`src/verilog/asf_pkg.sv`:
```
// Purpose: Shared constants for the ALU status flag block
// Assumes: 8-bit data path, one clock
// Notes:   Flag positions, opcodes and addressing modes live here
package asf_pkg;
  localparam int FLAG_W        = 8;
  localparam int NEG_BIT       = 4;
  localparam int WRAP_BIT      = 3;
  localparam int ZERO_BIT      = 2;
  localparam int NIB_BIT       = 1;
  localparam int CARRY_BIT     = 0;
  localparam logic [7:0] IMPL_MASK   = 8'h1F;
  localparam logic [7:0] FLAGS_RESET = 8'h00;
  localparam logic [7:0] ZERO_BYTE   = 8'h00;

  typedef enum logic [3:0] {
    ASF_OP_NONE    = 4'h0,
    ASF_OP_ADD     = 4'h1,
    ASF_OP_SUB     = 4'h2,
    ASF_OP_AND     = 4'h3,
    ASF_OP_OR      = 4'h4,
    ASF_OP_XOR     = 4'h5,
    ASF_OP_CLR     = 4'h6,
    ASF_OP_RRC     = 4'h7,
    ASF_OP_RLC     = 4'h8,
    ASF_OP_BSET    = 4'h9,
    ASF_OP_BCLR    = 4'hA,
    ASF_OP_SWAP    = 4'hB,
    ASF_OP_MOVE    = 4'hC
  } asf_op_t;

  typedef enum logic [2:0] {
    ASF_AM_INHERENT = 3'h0,
    ASF_AM_LITERAL  = 3'h1,
    ASF_AM_DIRECT   = 3'h2,
    ASF_AM_INDIRECT = 3'h3,
    ASF_AM_INDEXED  = 3'h4
  } asf_mode_t;
endpackage

```
`src/verilog/asf_alu.sv`:
```
// Purpose: Combinational ALU producing result and flag candidates
// Assumes: Operands already fetched by the core
// Notes:   Subtract adds the two's complement of operand b
`timescale 1ns/1ns
module asf_alu
  import asf_pkg::*;
(
  input  asf_op_t    op,
  input  wire logic [7:0] opA,
  input  wire logic [7:0] opB,
  input  wire logic [2:0] bitSel,
  input  wire logic       carryIn,
  output logic [7:0] result,
  output logic       carryOut,
  output logic       nibbleOut,
  output logic       wrapOut
);
  logic [8:0] sum;
  logic [4:0] lowSum;
  logic [7:0] addend;
  logic [7:0] bitMask;

  always_comb begin
    // Borrow is carry with inverted sense
    addend   = (op == ASF_OP_SUB) ? ~opB : opB;
    sum      = {1'b0, opA} + {1'b0, addend} + {8'h00, op == ASF_OP_SUB};
    lowSum   = {1'b0, opA[3:0]} + {1'b0, addend[3:0]}
               + {4'h0, op == ASF_OP_SUB};
    bitMask  = 8'h01 << bitSel;
    result   = 8'h00;
    carryOut = carryIn;
    nibbleOut = 1'b0;
    wrapOut  = 1'b0;
    unique case (op)
      ASF_OP_ADD, ASF_OP_SUB: begin
        result    = sum[7:0];
        carryOut  = sum[8];
        nibbleOut = lowSum[4];
        wrapOut   = (opA[7] == addend[7]) && (sum[7] != opA[7]);
      end
      ASF_OP_AND:  result = opA & opB;
      ASF_OP_OR:   result = opA | opB;
      ASF_OP_XOR:  result = opA ^ opB;
      ASF_OP_CLR:  result = 8'h00;
      ASF_OP_RRC: begin
        result   = {carryIn, opA[7:1]};
        carryOut = opA[0];
      end
      ASF_OP_RLC: begin
        result   = {opA[6:0], carryIn};
        carryOut = opA[7];
      end
      ASF_OP_BSET: result = opA | bitMask;
      ASF_OP_BCLR: result = opA & ~bitMask;
      ASF_OP_SWAP: result = {opA[3:0], opA[7:4]};
      ASF_OP_MOVE: result = opA;
      default:     result = 8'h00;
    endcase
  end
endmodule

```
`src/verilog/asf_flags.sv`:
```
// Purpose: Arithmetic status flag register of an 8-bit core
// Assumes: Core presents one decoded instruction per execStb cycle
// Notes:   Flags read back through flagsOut and as operand source
//
// Contract
// - Negative flag follows result MSB
// - Signed wrap flag on sign change overflow
// - Zero flag when result is zero
// - Nibble carry from bit three on add/sub
// - Carry from MSB on add/sub
// - Subtract by adding two's complement
// - Rotate loads carry with shifted-out bit
// - Flag destination takes flags, not result; here BSET, BCLR, SWAP and MOVE write their result into the flags
// - Clearing flag register reads 000u u1uu; CLR here also clears negative, giving 0000 u1uu
// - Flag register usable as any operand; here only as source A (srcIsFlags) and as destination, never as opB
// - Program via counter; four data addressing modes
// - Mode fixed or chosen by operands
// - Indexed mode only with extended set
`timescale 1ns/1ns
module asf_flags
  import asf_pkg::*;
(
  input  wire logic       clk,
  input  wire logic       reset_n,
  input  wire logic       execStb,
  input  asf_op_t         op,
  input  wire logic [7:0] opA,
  input  wire logic [7:0] opB,
  input  wire logic [2:0] bitSel,
  input  wire logic       srcIsFlags,
  input  wire logic       dstIsFlags,
  input  wire logic       extended_isa_enable,
  input  asf_mode_t       modeReq,
  output logic [7:0]      flagsOut,
  output logic [7:0]      resultOut,
  output logic            resultWe,
  output asf_mode_t       modeOut,
  output logic            modeErr
);
  logic [7:0] flags_reg;
  logic [7:0] flags_next;
  logic [7:0] result_reg;
  logic [7:0] result_next;
  logic       we_reg;
  logic       we_next;
  asf_mode_t  mode_reg;
  asf_mode_t  mode_next;
  logic       err_reg;
  logic       err_next;
  logic [7:0] srcA;
  logic [7:0] aluRes;
  logic       aluCarry;
  logic       aluNib;
  logic       aluWrap;
  logic       arith;
  logic       logic_op;
  logic       touches;

  assign srcA = srcIsFlags ? (flags_reg & IMPL_MASK) : opA;

  asf_alu uAlu (
    .op        (op),
    .opA       (srcA),
    .opB       (opB),
    .bitSel    (bitSel),
    .carryIn   (flags_reg[CARRY_BIT]),
    .result    (aluRes),
    .carryOut  (aluCarry),
    .nibbleOut (aluNib),
    .wrapOut   (aluWrap)
  );

  always_comb begin
    arith    = (op == ASF_OP_ADD) || (op == ASF_OP_SUB);
    logic_op = (op == ASF_OP_AND) || (op == ASF_OP_OR) ||
               (op == ASF_OP_XOR) || (op == ASF_OP_CLR);
    touches  = arith || logic_op ||
               (op == ASF_OP_RRC) || (op == ASF_OP_RLC);
    flags_next  = flags_reg;
    result_next = result_reg;
    we_next     = 1'b0;
    if (execStb) begin
      if (arith) begin
        flags_next[CARRY_BIT] = aluCarry;
        flags_next[NIB_BIT]   = aluNib;
        flags_next[WRAP_BIT]  = aluWrap;
      end
      if (op == ASF_OP_RRC || op == ASF_OP_RLC)
        flags_next[CARRY_BIT] = aluCarry;
      if (touches) begin
        flags_next[NEG_BIT]  = aluRes[7];
        flags_next[ZERO_BIT] = (aluRes == ZERO_BYTE);
      end
      if (dstIsFlags && !touches && op != ASF_OP_NONE) begin
        // Safe instructions write the flags directly
        flags_next = aluRes;
      end else if (!dstIsFlags && op != ASF_OP_NONE) begin
        result_next = aluRes;
        we_next     = 1'b1;
      end
      // Flag destination drops result; clear gives 0000 u1uu
    end
    flags_next = flags_next & IMPL_MASK;
  end

  always_comb begin
    mode_next = mode_reg;
    err_next  = 1'b0;
    if (execStb) begin
      // Indexed mode refused without extended set
      if (modeReq == ASF_AM_INDEXED && !extended_isa_enable) begin
        mode_next = ASF_AM_DIRECT;
        err_next  = 1'b1;
      end else begin
        mode_next = modeReq;
      end
    end
  end

  always_ff @(posedge clk or negedge reset_n) begin
    if (!reset_n) begin
      flags_reg  <= FLAGS_RESET;
      result_reg <= ZERO_BYTE;
      we_reg     <= 1'b0;
      mode_reg   <= ASF_AM_INHERENT;
      err_reg    <= 1'b0;
    end else begin
      flags_reg  <= flags_next;
      result_reg <= result_next;
      we_reg     <= we_next;
      mode_reg   <= mode_next;
      err_reg    <= err_next;
    end
  end

  assign flagsOut  = flags_reg;
  assign resultOut = result_reg;
  assign resultWe  = we_reg;
  assign modeOut   = mode_reg;
  assign modeErr   = err_reg;

  upper_zero_a: assert property (
    @(posedge clk) disable iff (!reset_n)
    flagsOut[7:5] == 3'h0)
    else $error("upper flag bits nonzero");

  clr_dest_a: assert property (
    @(posedge clk) disable iff (!reset_n)
    execStb && op == ASF_OP_CLR && dstIsFlags |=>
      flagsOut[ZERO_BIT] && flagsOut[NEG_BIT] == 1'b0 &&
      flagsOut[1:0] == $past(flags_reg[1:0]) &&
      flagsOut[WRAP_BIT] == $past(flags_reg[WRAP_BIT]) && !resultWe)
    else $error("clear of flags wrong");

  zero_flag_a: assert property (
    @(posedge clk) disable iff (!reset_n)
    execStb && touches |=> flagsOut[ZERO_BIT] == ($past(aluRes) == 8'h00))
    else $error("zero flag mismatch");

  neg_flag_a: assert property (
    @(posedge clk) disable iff (!reset_n)
    execStb && touches |=> flagsOut[NEG_BIT] == $past(aluRes[7]))
    else $error("negative flag mismatch");

  sub_borrow_a: assert property (
    @(posedge clk) disable iff (!reset_n)
    execStb && op == ASF_OP_SUB && !srcIsFlags |=>
      flagsOut[CARRY_BIT] == ($past(opA) >= $past(opB)))
    else $error("borrow flag wrong");

  sub_nib_a: assert property (
    @(posedge clk) disable iff (!reset_n)
    execStb && op == ASF_OP_SUB && !srcIsFlags |=>
      flagsOut[NIB_BIT] == ($past(opA[3:0]) >= $past(opB[3:0])))
    else $error("nibble borrow wrong");

  add_carry_a: assert property (
    @(posedge clk) disable iff (!reset_n)
    execStb && op == ASF_OP_ADD && !srcIsFlags |=>
      flagsOut[CARRY_BIT] ==
        ({1'b0, $past(opA)} + {1'b0, $past(opB)} > 9'h0FF))
    else $error("carry flag wrong");

  nib_carry_a: assert property (
    @(posedge clk) disable iff (!reset_n)
    execStb && op == ASF_OP_ADD && !srcIsFlags |=>
      flagsOut[NIB_BIT] ==
        ({1'b0, $past(opA[3:0])} + {1'b0, $past(opB[3:0])} > 5'h0F))
    else $error("nibble carry wrong");

  wrap_flag_a: assert property (
    @(posedge clk) disable iff (!reset_n)
    execStb && op == ASF_OP_ADD && !srcIsFlags |=>
      flagsOut[WRAP_BIT] == ($past(opA[7]) == $past(opB[7]) &&
      $past(aluRes[7]) != $past(opA[7])))
    else $error("signed wrap wrong");

  logic_keep_a: assert property (
    @(posedge clk) disable iff (!reset_n)
    execStb && logic_op |=>
      flagsOut[1:0] == $past(flags_reg[1:0]) &&
      flagsOut[WRAP_BIT] == $past(flags_reg[WRAP_BIT]))
    else $error("logic op touched arith flags");

  rot_carry_a: assert property (
    @(posedge clk) disable iff (!reset_n)
    execStb && op == ASF_OP_RRC |=> flagsOut[CARRY_BIT] == $past(srcA[0]))
    else $error("rotate carry wrong");

  rlc_carry_a: assert property (
    @(posedge clk) disable iff (!reset_n)
    execStb && op == ASF_OP_RLC |=> flagsOut[CARRY_BIT] == $past(srcA[7]))
    else $error("left rotate carry wrong");

  dest_flags_a: assert property (
    @(posedge clk) disable iff (!reset_n)
    execStb && dstIsFlags |=> !resultWe)
    else $error("result written to flags dest");

  result_we_a: assert property (
    @(posedge clk) disable iff (!reset_n)
    execStb && !dstIsFlags && op != ASF_OP_NONE |=>
      resultWe && resultOut == $past(aluRes))
    else $error("result not written");

  none_keep_a: assert property (
    @(posedge clk) disable iff (!reset_n)
    execStb && op == ASF_OP_NONE |=>
      flagsOut == $past(flags_reg) && !resultWe)
    else $error("idle op changed state");

  idx_mode_a: assert property (
    @(posedge clk) disable iff (!reset_n)
    execStb && modeReq == ASF_AM_INDEXED && !extended_isa_enable |=>
      modeErr && modeOut == ASF_AM_DIRECT)
    else $error("indexed mode allowed");
endmodule

```
`config.mk`:
```
export PLATFORM = sky130hd
export DESIGN_NAME = asf_flags
export DESIGN_NICKNAME = d
export VERILOG_FILES = /design/src/verilog/asf_pkg.sv /design/src/verilog/asf_alu.sv /design/src/verilog/asf_flags.sv
export SDC_FILE = /design/constraint.sdc
export NUM_CORES = 1
export LEC_CHECK = 0
export ABC_AREA = 1
export BUFFER_PORTS_ARGS = -buffer_cell sky130_fd_sc_hd__buf_2
export CORE_MARGIN = 2
export CORE_UTILIZATION = 55
export DETAILED_ROUTE_END_ITERATION = 8
export MAX_ROUTING_LAYER = met4
export PLACE_DENSITY = 0.81
export SYNTH_ARGS = -nofsm -noshare
export SYNTH_HDL_FRONTEND = slang
export SYNTH_SLANG_ARGS = --single-unit
```
`constraint.sdc`:
```
create_clock -name clk -period 2.4 [get_ports clk]
set_clock_uncertainty 0.05 [all_clocks]
set_input_delay 0.6 -clock clk [delete_from_list [all_inputs] [get_ports clk]]
set_output_delay 0.6 -clock clk [all_outputs]
set_load 0.005 [all_outputs]
```
==> results.yml <==
yosys:
  synth.avg_cell_area_um2: 5.72
  synth_top_cell_area_share: 0.224
  ys_ff_latch: 18
  yosys-top-cells-area: "nand2_1 22%, dfrtp_1 20%, inv_1 8.4%, nor2_1 8.1%, nand3_1 5.7%"
  syn_area_mm2: 0.00228
  yosysWarnings: 0
  yosysSeqAreaShare: 0.198
  ys_types: 32
  postSynthCellCount: 398
  yosys.area.top_type: "nand2_1"
setup_path:
  path_class: "in2reg"
  critPathRequiredTime_ns: 2.48
  crit_fanout: 7
  start_kind: "input pin"
  endpoint_kind: "flop"
  arrival_ns: 2.69
final_layout:
  final_common_cell: "nand2_1"
  areaGrowthSynthToFinish_pct: 40.8
  antenna_cells: 0
  drive_above_1_share: 0.302
  fin_nets: 539
  utilization: 0.802
  fin_area_mm2: 0.00321
  most-common-layout-cells: "128 x nand2_1, 49 x inv_1, 48 x nor2_1"
grt:
  grt_max_degree: 19
  grt_busiest_layer: "met2"
  use_met3: 0.0954
  antenna_found_initial: 0
  grtUsageTotal: 0.359
  grt_pass1_vias: 2659
  grt_pass1_wl_um: 12100
  use_met1: 0.427
  grt_overflow_total: 0
  gr-usage-met2: 0.602
die:
  die-area_mm2: 0.00467
  num_rows: 23
  dieWidth_um: 68.3
  die_h_um: 68.3
  coreArea_mm2: 0.00400
  ios: 53
  start_util: 0.569
flow_run:
  drv_cap: 0
timing:
  layout_setup_ws_ns: -0.209
  rsz0062_at_grt: "yes"
  period_minus_slack_ns: 2.61
  fmax_ghz: 0.383
  fin_crit_sh: 1.09
  fin_setup_tns_ns: -0.925
  drv_slew: 0
  fin_hold_ws_ns: 0.224
  hold_viol_final: 0
  setup_violations: 7
placement:
  post-place-ws_ns: -0.474
  numPortBuffers: 49
  placed_area_mm2: 0.00291
  post-dp-hpwl_um: 6430
  gp_congestion: 1.00
worst_hold_path:
  hold_path.class: "in2async"
detailed_routing:
  vias: 3067
  drc: 0
  drt_iter0_drc: 287
  wirelength_um: 8380
  via_per_inst: 5.62
  ant_nets: 0
  avgRoutedWirePerCell_um: 15.3
  first_pass_iters: 5
cts:
  clock_latency_ns: 0.25
  cts_tree: "yes"
  root_buffer: "clkbuf_8"
  cts_max_level: 1
  path_clk_slew_ns: 0.07
  clock_sinks: 18
  ctsLongestPathBuffers: 2
  cts_made_buffers: 3
power:
  p_leak_nw: 1.80
  power_density_mw_per_mm2: 435
  ir_drop_mv: 0.332
outcome:
  violations: "negative setup slack"
  status: "complete, but fails checks"
final timing paths:
check | from | slack, ns | depth (start not counted) | endpoint
setup / recovery | op[2] | -0.21 | 14 | flagsOut[0]$_DFFE_PN0P_
hold / removal | reset_n | 0.22 | 1 | modeOut[1]$_DFFE_PN0P_
setup reg to reg | flagsOut[0]$_DFFE_PN0P_ | 0.02 | 17 | flagsOut[2]$_DFFE_PN0P_
hold reg to reg | modeOut[0]$_DFFE_PN0P_ | 0.42 | 2 | modeOut[0]$_DFFE_PN0P_
max in group asynchronous | reset_n | 1.78 | 1 | resultOut[7]$_DFFE_PN0P_
min in group clk | modeOut[0]$_DFFE_PN0P_ | 0.42 | 2 | modeOut[0]$_DFFE_PN0P_
worst max-delay path, stage by stage:
cell,delay (ns)
buf_8,0.11
inv_8,0.05
nand2_8,0.06
nor2_8,0.19
xor2_1,0.26
ha_1,0.32
buf_4,0.16
nand4_1,0.09
o211ai_1,0.15
buf_4,0.19
a21oi_4,0.14
o21bai_1,0.11
a21boi_1,0.16
o22ai_1,0.10
report_power, final:
| part | switching [mW] | internal [mW] | leakage, nW |
|---|---|---|---|
| clock | 0.104 | 0.112 | 0.0216 |
| sequential | 0.0383 | 0.355 | 0.224 |
| combinational | 0.445 | 0.340 | 1.55 |
cells by family after synthesis:
logic type,after synthesis,share of synthesized area
flip-flops,18,0.198
buffers and inverters,59,0.105
adder cells (fa/ha/maj),9,0.0527
other,1,0.00165
AND/OR/NAND/NOR,239,0.449
AO/OA/AOI/OAI,63,0.159
XOR/XNOR,9,0.0346
synth_stat cells:
master	count
a21boi_0	2
a21o_1	3
a21oi_1	16
a31oi_1	7
buf_4	5
clkbuf_1	1
conb_1	1
dfrtp_1	18
fa_1	1
ha_1	8
inv_1	51
inv_2	2
nand2_1	136
nand2_2	7
nand3_1	26
nand3_2	1
nand3b_1	2
nand4_1	4
nor2_1	49
nor2_2	3
nor2_4	2
nor2_8	1
nor3_1	6
nor4_1	1
o211ai_1	2
o21ai_0	23
o21ai_1	1
o21ai_2	3
o21bai_1	1
o22ai_1	5
or2_2	1
xor2_1	9
sequential cells by signal (all words and copies together), names as in the netlist:
register	count
modeErr	1
resultOut	8
modeOut	3
resultWe	1
flagsOut	5
area by class of cell:
class,instances,area (µm²)
flip-flops and latches,18,450
inverters,53,216
well taps,50,62.6
repair buffers,99,667
fillers,302,793
clock buffers,3,41.3
multi-input cells,323,1770
metal layers:
layer  routed length (µm)  share of wire
met4                  187          0.022
met5                    0              0
met3                  819          0.098
met2                 4080           0.49
met1                 3300           0.39
stage by stage:
stage | cells | power (mW)
after global routing | 546 | 1.49
final | 546 | 1.39
after global placement | 534 | 1.04
after CTS | 541 | 1.31
after floorplan | 400 | 0.774
after detailed placement | 534 | 1.06
timing repair:
item,CTS,global route
gates resized for setup,15,25
pin swaps,13,17
hold buffers,0,0
buffers inserted,4,5
setup endpoints to repair,8,9
(Power assumes the default switching activity.)
